<file path="src/design/afc_pkg.sv">
// package for the automatic image-property control block
// assumes a wishbone classic slave with 32-bit data and byte addresses
package afc_pkg;
   // register byte addresses
   localparam logic [7:0] ADDR_CTRL = 8'h00;
   localparam logic [7:0] ADDR_WIN_COL = 8'h04;
   localparam logic [7:0] ADDR_WIN_ROW = 8'h08;
   localparam logic [7:0] ADDR_CAP_COL = 8'h0c;
   localparam logic [7:0] ADDR_CAP_ROW = 8'h10;
   localparam logic [7:0] ADDR_TARGET = 8'h14;
   localparam logic [7:0] ADDR_LIMIT0 = 8'h18;
   localparam logic [7:0] ADDR_LIMIT1 = 8'h1c;
   localparam logic [7:0] ADDR_MANUAL0 = 8'h20;
   localparam logic [7:0] ADDR_MANUAL1 = 8'h24;
   localparam logic [7:0] ADDR_VALUE0 = 8'h28;
   localparam logic [7:0] ADDR_VALUE1 = 8'h2c;
   localparam logic [7:0] ADDR_STATUS = 8'h30;
   // control field positions
   localparam int CTRL_MODE0_LSB = 0;
   localparam int CTRL_MODE1_LSB = 2;
   localparam int CTRL_SEQ_BIT = 4;
   localparam int CTRL_BIN_BIT = 5;
   localparam int CTRL_DAMP_LSB = 8;
   // geometry and values
   localparam int COORD_W = 12;
   localparam int VAL_W = 16;
   localparam int PIX_W = 8;
   localparam logic [11:0] SENSOR_COLS = 12'h288;
   localparam logic [11:0] SENSOR_ROWS = 12'h1e8;
   localparam logic [4:0] ONCE_MAX_FRAMES = 5'h1e;
   localparam logic [15:0] LIMIT_HI_RST = 16'hffff;
   localparam logic [15:0] VALUE_RST = 16'h0100;
   localparam logic [7:0] TARGET_RST = 8'h80;
   localparam logic [7:0] TOL = 8'h02;
   localparam int N_FUNC = 2;
   // function modes
   typedef enum logic [1:0] {MODE_OFF, MODE_ONCE, MODE_CONT} mode_e;
   // one axis of a window: start and length
   typedef struct packed {
      logic [COORD_W-1:0] start;
      logic [COORD_W-1:0] len;
   } span_s;
   // one pixel beat from the pipeline
   typedef struct packed {
      logic sof;
      logic eof;
      logic [COORD_W-1:0] col;
      logic [COORD_W-1:0] row;
      logic [PIX_W-1:0] data;
   } pix_s;
endpackage

</file>
<file path="src/design/auto_function_control.sv">
// automatic image-property control: mode sequencing, statistics window, value override
// assumes pixels arrive on clk_i with in-frame coordinates (binned when binning is on)
//
// Operation
// - sequencer enabled keeps all functions off
// - running function overwrites manual parameter value
// - adjustments clamped between lower and upper limits
// - unreachable target: approach nearest limit, no stall
// - several functions adjust concurrently
// - binned pixels feed statistics under binning
// - once mode reaches target then self-offs
// - once mode gives up after 30 frames
// - continuous mode adjusts every frame
// - leaving continuous keeps last automatic value
// - settings accepted during capture
// - new mode may apply from next frame
// - window coordinates start at column/row zero
// - window is offset, width, height rectangle
// - stats from window/capture intersection only
// - no intersection means no control
// - reset window covers full sensor
// - window fields accept single steps
// - binned mode coordinates in binned units
//
// Decided for this implementation: the register offsets and the Wishbone register port.
`timescale 1ns/1ps
module auto_function_control #(
   parameter int N = afc_pkg::N_FUNC
) (
   // clock and reset
   input wire logic clk_i,
   input wire logic rst_i,
   // wishbone classic slave
   input wire logic cyc_i,
   input wire logic stb_i,
   input wire logic we_i,
   input wire logic [7:0] adr_i,
   input wire logic [3:0] sel_i,
   input wire logic [31:0] dat_i,
   output logic [31:0] dat_o,
   output logic ack_o,
   // pixel stream
   input wire logic pix_valid_i,
   input wire afc_pkg::pix_s pix_i,
   // controlled parameter values
   output logic [afc_pkg::VAL_W-1:0] value0_o,
   output logic [afc_pkg::VAL_W-1:0] value1_o
);
   localparam int CW = afc_pkg::COORD_W;
   localparam int VW = afc_pkg::VAL_W;

   // register state
   logic [31:0] ctrl, next_ctrl;
   afc_pkg::span_s win_col, win_row, cap_col, cap_row;
   afc_pkg::span_s next_win_col, next_win_row, next_cap_col, next_cap_row;
   logic [7:0] target, next_target;
   logic [2*VW-1:0] limit [N];
   logic [2*VW-1:0] next_limit [N];
   logic [VW-1:0] value [N];
   logic [VW-1:0] next_value [N];
   logic [N-1:0] man_wr;
   logic ack, next_ack;
   logic [31:0] rdata, next_rdata;
   logic [1:0] mode_f [N];

   // frame state
   afc_pkg::span_s ix_col, ix_row, next_ix_col, next_ix_row;
   logic ix_ok, next_ix_ok;
   logic [31:0] sum, next_sum;
   logic [23:0] cnt, next_cnt;
   logic [4:0] once_cnt [N];
   logic [4:0] next_once_cnt [N];
   logic [N-1:0] done_off, next_done_off;

   logic req;
   assign req = cyc_i && stb_i && !ack;
   wire seq_on = ctrl[afc_pkg::CTRL_SEQ_BIT];
   wire [7:0] damp = ctrl[afc_pkg::CTRL_DAMP_LSB +: 8];

   // register writes, accepted any time including mid-frame
   always_comb begin
      next_ctrl = ctrl;
      next_win_col = win_col;
      next_win_row = win_row;
      next_cap_col = cap_col;
      next_cap_row = cap_row;
      next_target = target;
      next_ack = req;
      next_rdata = rdata;
      man_wr = '0;
      for (int i = 0; i < N; i++) begin
         next_limit[i] = limit[i];
      end
      if (req && we_i && sel_i == 4'hf) begin
         case (adr_i)
            afc_pkg::ADDR_CTRL: next_ctrl = dat_i;
            afc_pkg::ADDR_WIN_COL: next_win_col = dat_i[2*CW-1:0];
            afc_pkg::ADDR_WIN_ROW: next_win_row = dat_i[2*CW-1:0];
            afc_pkg::ADDR_CAP_COL: next_cap_col = dat_i[2*CW-1:0];
            afc_pkg::ADDR_CAP_ROW: next_cap_row = dat_i[2*CW-1:0];
            afc_pkg::ADDR_TARGET: next_target = dat_i[7:0];
            afc_pkg::ADDR_LIMIT0: next_limit[0] = dat_i;
            afc_pkg::ADDR_LIMIT1: next_limit[1] = dat_i;
            afc_pkg::ADDR_MANUAL0: man_wr[0] = 1'b1;
            afc_pkg::ADDR_MANUAL1: man_wr[1] = 1'b1;
            default: ;
         endcase
      end
      // self-clear of once mode when done; hardware clear wins over software
      for (int i = 0; i < N; i++) begin
         if (done_off[i]) begin
            next_ctrl[2*i +: 2] = 2'(afc_pkg::MODE_OFF);
         end
      end
      if (req && !we_i) begin
         case (adr_i)
            afc_pkg::ADDR_CTRL: next_rdata = ctrl;
            afc_pkg::ADDR_WIN_COL: next_rdata = 32'(win_col);
            afc_pkg::ADDR_WIN_ROW: next_rdata = 32'(win_row);
            afc_pkg::ADDR_CAP_COL: next_rdata = 32'(cap_col);
            afc_pkg::ADDR_CAP_ROW: next_rdata = 32'(cap_row);
            afc_pkg::ADDR_TARGET: next_rdata = 32'(target);
            afc_pkg::ADDR_LIMIT0: next_rdata = limit[0];
            afc_pkg::ADDR_LIMIT1: next_rdata = limit[1];
            afc_pkg::ADDR_VALUE0, afc_pkg::ADDR_MANUAL0: next_rdata = 32'(value[0]);
            afc_pkg::ADDR_VALUE1, afc_pkg::ADDR_MANUAL1: next_rdata = 32'(value[1]);
            afc_pkg::ADDR_STATUS: next_rdata = {31'h0, ix_ok};
            default: next_rdata = 32'h0;
         endcase
      end
   end

   // register flops; window resets to the full sensor
   always_ff @(posedge clk_i) begin
      if (rst_i) begin
         ctrl <= 32'h0;
         win_col <= '{start: '0, len: afc_pkg::SENSOR_COLS};
         win_row <= '{start: '0, len: afc_pkg::SENSOR_ROWS};
         cap_col <= '{start: '0, len: afc_pkg::SENSOR_COLS};
         cap_row <= '{start: '0, len: afc_pkg::SENSOR_ROWS};
         target <= afc_pkg::TARGET_RST;
         ack <= 1'b0;
         rdata <= 32'h0;
         for (int i = 0; i < N; i++) begin
            limit[i] <= {afc_pkg::LIMIT_HI_RST, 16'h0};
         end
      end else begin
         ctrl <= next_ctrl;
         win_col <= next_win_col;
         win_row <= next_win_row;
         cap_col <= next_cap_col;
         cap_row <= next_cap_row;
         target <= next_target;
         ack <= next_ack;
         rdata <= next_rdata;
         for (int i = 0; i < N; i++) begin
            limit[i] <= next_limit[i];
         end
      end
   end
   assign ack_o = ack;
   assign dat_o = rdata;

   // effective modes: the sequencer forces every function off
   always_comb begin
      for (int i = 0; i < N; i++) begin
         mode_f[i] = seq_on ? 2'(afc_pkg::MODE_OFF) : ctrl[2*i +: 2];
      end
   end

   // intersection of the two windows, taken at frame start
   function automatic afc_pkg::span_s isect(input afc_pkg::span_s a, input afc_pkg::span_s b);
      logic [CW:0] ea, eb, s, e;
      afc_pkg::span_s res;
      ea = {1'b0, a.start} + {1'b0, a.len};
      eb = {1'b0, b.start} + {1'b0, b.len};
      s = (a.start > b.start) ? {1'b0, a.start} : {1'b0, b.start};
      e = (ea < eb) ? ea : eb;
      // an empty overlap comes back with zero length, start kept for reading
      res.start = s[CW-1:0];
      res.len = (e > s) ? CW'(e - s) : '0;
      return res;
   endfunction

   wire in_win = pix_valid_i
      && pix_i.col >= ix_col.start && pix_i.col < ix_col.start + ix_col.len
      && pix_i.row >= ix_row.start && pix_i.row < ix_row.start + ix_row.len;

   // statistics accumulation; pixels are already binned when binning is on
   always_comb begin
      afc_pkg::span_s c, r;
      c = isect(win_col, cap_col);
      r = isect(win_row, cap_row);
      next_ix_col = ix_col;
      next_ix_row = ix_row;
      next_ix_ok = ix_ok;
      next_sum = sum;
      next_cnt = cnt;
      if (pix_valid_i && pix_i.sof) begin
         next_ix_col = c;
         next_ix_row = r;
         next_ix_ok = c.len != '0 && r.len != '0;
         next_sum = 32'h0;
         next_cnt = 24'h0;
      end else if (in_win) begin
         next_sum = sum + 32'(pix_i.data);
         next_cnt = cnt + 24'h1;
      end
   end

   always_ff @(posedge clk_i) begin
      if (rst_i) begin
         ix_col <= '0;
         ix_row <= '0;
         ix_ok <= 1'b0;
         sum <= 32'h0;
         cnt <= 24'h0;
      end else begin
         ix_col <= next_ix_col;
         ix_row <= next_ix_row;
         ix_ok <= next_ix_ok;
         sum <= next_sum;
         cnt <= next_cnt;
      end
   end

   // mean over the window; the divide is combinational and only read at frame end,
   // but the last pixel can land one beat before eof, so it is a single-cycle path: a limitation for fast pixel clocks
   logic [7:0] mean;
   always_comb begin
      logic [31:0] q;
      q = (cnt != 24'h0) ? sum / 32'(cnt) : 32'h0;
      mean = q[7:0];
   end
   wire frame_end = pix_valid_i && pix_i.eof;
   // error to target, shifted by damping; a step of at least one keeps an
   // unreachable target from stalling the value short of its limit
   wire [7:0] err = (mean > target) ? mean - target : target - mean;
   wire [VW-1:0] shifted = VW'({8'h0, err} >> damp[3:0]);
   wire [VW-1:0] step = (shifted == '0) ? VW'(1) : shifted;
   wire close_enough = err <= afc_pkg::TOL;

   // per-function adjustment, each function independent
   generate
      for (genvar g = 0; g < N; g++) begin : fn
         always_comb begin
            logic [VW-1:0] lo, hi, v;
            lo = limit[g][VW-1:0];
            hi = limit[g][2*VW-1:VW];
            v = value[g];
            next_value[g] = value[g];
            next_once_cnt[g] = once_cnt[g];
            next_done_off[g] = 1'b0;
            if (man_wr[g]) begin
               next_value[g] = dat_i[VW-1:0];
            end else if (frame_end && mode_f[g] != 2'(afc_pkg::MODE_OFF) && ix_ok) begin
               if (!close_enough) begin
                  if (mean < target) begin
                     v = (hi - value[g] < step) ? hi : value[g] + step;
                  end else begin
                     v = (value[g] - lo < step) ? lo : value[g] - step;
                  end
               end
               if (v > hi) v = hi;
               if (v < lo) v = lo;
               next_value[g] = v;
               if (mode_f[g] == 2'(afc_pkg::MODE_ONCE)) begin
                  next_once_cnt[g] = once_cnt[g] + 5'h1;
                  if (close_enough || once_cnt[g] + 5'h1 >= afc_pkg::ONCE_MAX_FRAMES) begin
                     next_done_off[g] = 1'b1;
                     next_once_cnt[g] = 5'h0;
                  end
               end
            end else if (mode_f[g] != 2'(afc_pkg::MODE_ONCE)) begin
               next_once_cnt[g] = 5'h0;
            end
         end
         always_ff @(posedge clk_i) begin
            if (rst_i) begin
               value[g] <= afc_pkg::VALUE_RST;
               once_cnt[g] <= 5'h0;
               done_off[g] <= 1'b0;
            end else begin
               value[g] <= next_value[g];
               once_cnt[g] <= next_once_cnt[g];
               done_off[g] <= next_done_off[g];
            end
         end
         // value stays between limits once it moved automatically
         a_value_in_limits: assert property (@(posedge clk_i) disable iff (rst_i)
            $rose(frame_end) && mode_f[g] != 2'(afc_pkg::MODE_OFF) && ix_ok && !man_wr[g]
            && limit[g][VW-1:0] <= limit[g][2*VW-1:VW]
            |=> value[g] >= limit[g][VW-1:0] && value[g] <= limit[g][2*VW-1:VW])
            else $error("auto value outside limits");
         a_once_bound: assert property (@(posedge clk_i) disable iff (rst_i)
            once_cnt[g] < afc_pkg::ONCE_MAX_FRAMES)
            else $error("once mode ran past frame bound");
         a_done_offs: assert property (@(posedge clk_i) disable iff (rst_i)
            done_off[g] |=> ctrl[2*g +: 2] == 2'(afc_pkg::MODE_OFF))
            else $error("once mode did not switch off");
         a_off_holds: assert property (@(posedge clk_i) disable iff (rst_i)
            mode_f[g] == 2'(afc_pkg::MODE_OFF) && !man_wr[g] && !done_off[g]
            |=> $stable(value[g]))
            else $error("value changed while function off");

         // once mode that lands in tolerance raises done_off next cycle
         a_once_reached: assert property (@(posedge clk_i) disable iff (rst_i)
            frame_end && mode_f[g] == 2'(afc_pkg::MODE_ONCE) && ix_ok && !man_wr[g]
            && close_enough |=> done_off[g])
            else $error("once mode missed its target stop");
         // the thirtieth adjusted frame always ends once mode
         a_once_limit: assert property (@(posedge clk_i) disable iff (rst_i)
            frame_end && mode_f[g] == 2'(afc_pkg::MODE_ONCE) && ix_ok && !man_wr[g]
            && once_cnt[g] == afc_pkg::ONCE_MAX_FRAMES - 5'h1 |=> done_off[g])
            else $error("once mode kept going past frame bound");
         // only once mode may clear its own mode bits
         a_no_self_off: assert property (@(posedge clk_i) disable iff (rst_i)
            mode_f[g] != 2'(afc_pkg::MODE_ONCE) |=> !done_off[g])
            else $error("mode cleared outside once mode");
         // a manual write replaces the value in the next cycle
         a_manual_lands: assert property (@(posedge clk_i) disable iff (rst_i)
            man_wr[g] |=> value[g] == VW'($past(dat_i)))
            else $error("manual value not applied");
         // sequencer freezes every function, not only the first
         a_seq_holds: assert property (@(posedge clk_i) disable iff (rst_i)
            seq_on && !man_wr[g] |=> $stable(value[g]))
            else $error("function moved with sequencer enabled");
         // nothing but a manual write or a frame end moves the value
         a_value_quiet: assert property (@(posedge clk_i) disable iff (rst_i)
            !man_wr[g] && !frame_end |=> $stable(value[g]))
            else $error("value moved between frame ends");
      end
   endgenerate

   assign value0_o = value[0];
   assign value1_o = value[1];

   a_seq_blocks: assert property (@(posedge clk_i) disable iff (rst_i)
      seq_on && !man_wr[0] |=> $stable(value[0]))
      else $error("function ran with sequencer enabled");
   a_no_overlap: assert property (@(posedge clk_i) disable iff (rst_i)
      !ix_ok && !man_wr[0] |=> $stable(value[0]))
      else $error("control without window overlap");
   a_stats_gate: assert property (@(posedge clk_i) disable iff (rst_i)
      pix_valid_i && !pix_i.sof && !in_win |=> $stable(cnt))
      else $error("pixel outside intersection counted");
   a_ack_one: assert property (@(posedge clk_i) disable iff (rst_i)
      ack_o |=> !ack_o)
      else $error("ack held more than one cycle");

   // every request seen with ack low is answered in the next cycle
   a_ack_follows: assert property (@(posedge clk_i) disable iff (rst_i)
      cyc_i && stb_i && !ack_o |=> ack_o)
      else $error("request not acknowledged");
   // no answer without a request standing
   a_ack_needs_req: assert property (@(posedge clk_i) disable iff (rst_i)
      !(cyc_i && stb_i) |=> !ack_o)
      else $error("ack without request");
   // read data stands until the next read is taken
   a_rdata_holds: assert property (@(posedge clk_i) disable iff (rst_i)
      !(cyc_i && stb_i && !ack_o && !we_i) |=> $stable(dat_o))
      else $error("read data changed without a read");
   // status reports the overlap latched at the last frame start
   a_status_read: assert property (@(posedge clk_i) disable iff (rst_i)
      cyc_i && stb_i && !ack_o && !we_i && adr_i == afc_pkg::ADDR_STATUS
      |=> dat_o == {31'h0, $past(ix_ok)})
      else $error("status read does not match overlap");
   // the intersection only moves at a frame start
   a_window_frozen: assert property (@(posedge clk_i) disable iff (rst_i)
      !(pix_valid_i && pix_i.sof) |=> $stable(ix_col) && $stable(ix_row) && $stable(ix_ok))
      else $error("intersection changed mid-frame");
   // frame start clears the statistics
   a_sof_clears: assert property (@(posedge clk_i) disable iff (rst_i)
      pix_valid_i && pix_i.sof |=> sum == 32'h0 && cnt == 24'h0)
      else $error("statistics not cleared at frame start");
   // each pixel inside the intersection is counted once
   a_window_counts: assert property (@(posedge clk_i) disable iff (rst_i)
      in_win && !pix_i.sof |=> cnt == $past(cnt) + 24'h1)
      else $error("pixel inside intersection not counted");
endmodule

</file>
<file path="config.mk">
export PLATFORM = sky130hd
export DESIGN_NAME = auto_function_control
export DESIGN_NICKNAME = d
export VERILOG_FILES = /design/src/design/afc_pkg.sv /design/src/design/auto_function_control.sv
export SDC_FILE = /design/constraint.sdc
export NUM_CORES = 2
export LEC_CHECK = 0
export BUFFER_PORTS_ARGS = -buffer_cell sky130_fd_sc_hd__buf_4
export CORE_MARGIN = 2
export CORE_UTILIZATION = 35
export CTS_BUF_LIST = sky130_fd_sc_hd__clkbuf_8 sky130_fd_sc_hd__clkbuf_16
export CTS_CLUSTER_DIAMETER = 50
export CTS_CLUSTER_SIZE = 12
export DETAILED_ROUTE_END_ITERATION = 16
export HOLD_SLACK_MARGIN = 0.03
export PLACE_DENSITY = 0.57
export SYNTH_ARGS = -nofsm -noshare
export SYNTH_HDL_FRONTEND = slang
export SYNTH_SLANG_ARGS = --single-unit
</file>
<file path="constraint.sdc">
create_clock -name clk_i -period 143.8 [get_ports clk_i]
set_input_delay 21.57 -clock clk_i [delete_from_list [all_inputs] [get_ports clk_i]]
set_output_delay 21.57 -clock clk_i [all_outputs]
set_load 0.05 [all_outputs]
</file>
==> key figures <==
STA
  – Tightest Pin Transition: 1.353 ns
  – Final hold vios: 0
  – RSZ-0062 raised after global routing: no
  – Fin. max-slew vios: 0
  – TNS Setup: 0 ns
  – Tmin final: 99.58 ns
  – Skew final: 0.03204 ns
  – Final setup viols: 0
  – Max-slew headroom: 0.09214
  – FMAX: 10.04 MHz
  – Crit share post-route: 0.6925

Global routing
  – Total grt overflow: 0
  – Largest net degree at the start of global routing: 89
  – Antenna violations before repair: 12
  – Total global routing track utilization: 0.2557
  – First-pass GRT wire length: 337.1 mm
  – Vias in the first global route: 55130

Worst setup path
  – Crit-path most repeated cell: a21oi_1
  – CP delay by family, top: compound AO/OA/AOI/OAI gates
  – CP Buf/Inv Count: 18
  – Setup Crit Path Kind: flop to flop
  – CP Max Fanout: 38
  – Critical Path AT: 100.12 ns
  – Startpoint Class: flop
  – Worst EP required: 144.34 ns
  – Slowest-stage cell, CP: o41ai_2
  – CP max stage delay: 0.91 ns
  – Crit. End Element: flop

Drt
  – Final ANT Viol Nets: 0
  – Total Routed Length: 224.5 mm
  – DR vias: 58840
  – Detailed Routing Iterations Pass 1: 5
  – Drt via density: 5.879
  – Starting DRC count in detailed routing: 5186
  – Wire per inst: 22.43 um
  – Remaining DRCs: 0

Synthesis
  – Mapped Cells: 7774
  – Count leader, synth: ha_1
  – Syn nets: 8773
  – Main synth FF type: dfxtp_1
  – Post-synthesis cell type count: 116
  – Top post-synthesis cells by area: ha_1, dfxtp_1, a21oi_1, nand2_1, xnor2_1
  – #FFs+latches synth: 382
  – Commonest cells in the synthesized netlist: ha_1, nand2_1, a21oi_1, nor2_1, inv_1
  – Yosys warnings: 0
  – Synth top area share: 0.1953
  – Synth async-reset ratio: 0
  – Synthesized area per cell: 7.383 um2
  – Synth area leader: ha_1
  – Mapped Area: 0.05740 mm2
  – Number of flops mapped to enable cells by yosys: 0
  – Sequential fraction of the synthesis area: 0.1332

Die
  – Row Count: 148
  – Die height: 409.0 um
  – Initial Util: 0.3526
  – Core Box Area: 0.1628 mm2
  – Die area: 0.1672 mm2
  – Num ports: 149
  – Die width: 409.0 um

Place
  – Routability cong.: 0.9807
  – PortBufs: 148
  – Hpwl dp: 176.3 mm

Hold path
  – Hold Path Class: flop to flop

Clock network
  – # H-tree levels: 2
  – Clock Latency Late Sink: 0.65 ns
  – Clk sinks: 382
  – Post_cts resized: 0
  – CTS Root Cell: clkbuf_16
  – TritonCTS clock tree: built
  – Setup Buffers After CTS: 0
  – Hold Buf Count CTS: 0
  – CTS Buf Count: 61
  – Clk slew on worst S/H paths: 0.06 ns
  – Worst-case clock buffer depth: 3

Final layout
  – Layout area overhead: 9.927%
  – Register Area: 0.007647 mm2
  – Multi-input logic area: 0.04692 mm2
  – Layout cells sized above 1: 0.08914
  – Fin nets: 8779
  – Fill count: 16900

Status
  – Status: finished, final reports clean

Flow run
  – MaxCap Viol Count: 0
## registers in the layout, indices dropped and copies added, names as in the netlist
| signal | cells |
|---|---|
| ack_o | 1 |
| cap_col | 24 |
| cap_row | 24 |
| cnt | 24 |
| ctrl | 32 |
| dat_o | 32 |
| done_off | 2 |
| ix_col | 24 |
| ix_ok | 1 |
| ix_row | 24 |
| limit | 64 |
| once_cnt | 10 |
| sum | 32 |
| target | 8 |
| value | 32 |
| win_col | 24 |
| win_row | 24 |
## worst register-to-register path, delay by kind of cell, from the launching register on
kind | cells | cell delay (ns)
AO/OA/AOI/OAI | 217 | 59.47
AND/OR/NAND/NOR | 94 | 20.75
adder cells (fa/ha/maj) | 37 | 11.32
buffers and inverters | 18 | 3.96
multiplexers | 8 | 2.89
XOR/XNOR | 2 | 0.65
flip-flops | 1 | 0.40
## final cells by class
cell class / instances / share of cell area
multi-input combinational: 6619 / 0.7437
sequential: 382 / 0.1212
tap: 2175 / 0.04313
timing repair buffer: 254 / 0.03028
inverter: 462 / 0.02748
clock buffer: 64 / 0.02485
clock inverter: 49 / 0.009201
antenna: 4 / 0.0001586
## per-layer routing
metal	vias up	share of wire	GRT usage
met3	386	0.065	0.02475
met2	2023	0.44	0.4132
met4	8	0.033	0.07825
li1	28390	-	-
met1	28040	0.46	0.3562
met5	-	0.00017	0
## per-stage QoR
step                      hold slack (ns)  area, um2  utilization  setup WS [ns]  cells
final                              0.4381      63100       0.3876          44.22  10010
after global routing               0.4570      63090       0.3876          36.04  10010
after CTS                          0.4339      63090       0.3876          45.44  10010
after detailed placement           0.4270      60940       0.3744          45.75   9892
after global placement             0.4228      60940       0.3744          47.66   9892
after floorplan                    0.3988      57400            -          57.91   7774
## cell usage in the layout (no fill, tap or decap), types with 18 or more instances in the layout
cell,synthesis,routed
nor2_1,655,652
nor2b_1,103,103
a22o_1,23,23
or3_1,61,61
a21o_1,198,198
nor3b_1,31,30
nor3_1,215,212
and2_1,49,50
ha_1,896,896
a211oi_1,87,87
a21oi_1,701,700
inv_1,459,459
o21bai_1,85,85
mux2_2,178,178
nand3_1,157,157
buf_4,2,253
o22ai_1,42,41
a21boi_0,47,47
nand2_1,870,869
dfxtp_1,382,382
fa_1,19,19
or2_2,41,41
o211ai_1,120,120
o21ai_0,385,383
o31ai_1,71,70
xnor2_1,343,343
a31oi_1,83,81
o2111ai_1,20,20
a311oi_1,18,18
a221o_1,19,19
and3_1,64,64
nand2b_1,87,87
mux2i_1,154,154
a31o_2,23,23
nand4_1,89,89
o21a_1,143,143
a221oi_1,33,33
clkbuf_16,0,61
xor2_1,154,154
nor4_1,37,37
## worst paths after layout
kind / startpoint / endpoint / slack (ns) / depth (start not counted)
setup / recovery: cnt[23] / value[0][8] / 44.22 / 376
hold reg to reg: done_off[1] / ctrl[3] / 0.44 / 1
hold / removal: done_off[1] / ctrl[3] / 0.44 / 1
setup reg to reg: cnt[23] / value[0][8] / 44.22 / 376
## kinds of logic after synthesis
kind of cell,share of synthesized area
and+or+nand+nor,0.2063
AOI/OAI and AO/OA,0.2637
adders and majority gates,0.2019
buffers and inverters,0.05138
xor gates and xnor gates,0.07584
DFF,0.1332
muxes,0.06758
Power is not shown: default switching activity piles up to over one toggle a cycle in this logic, so the estimate is an artifact.
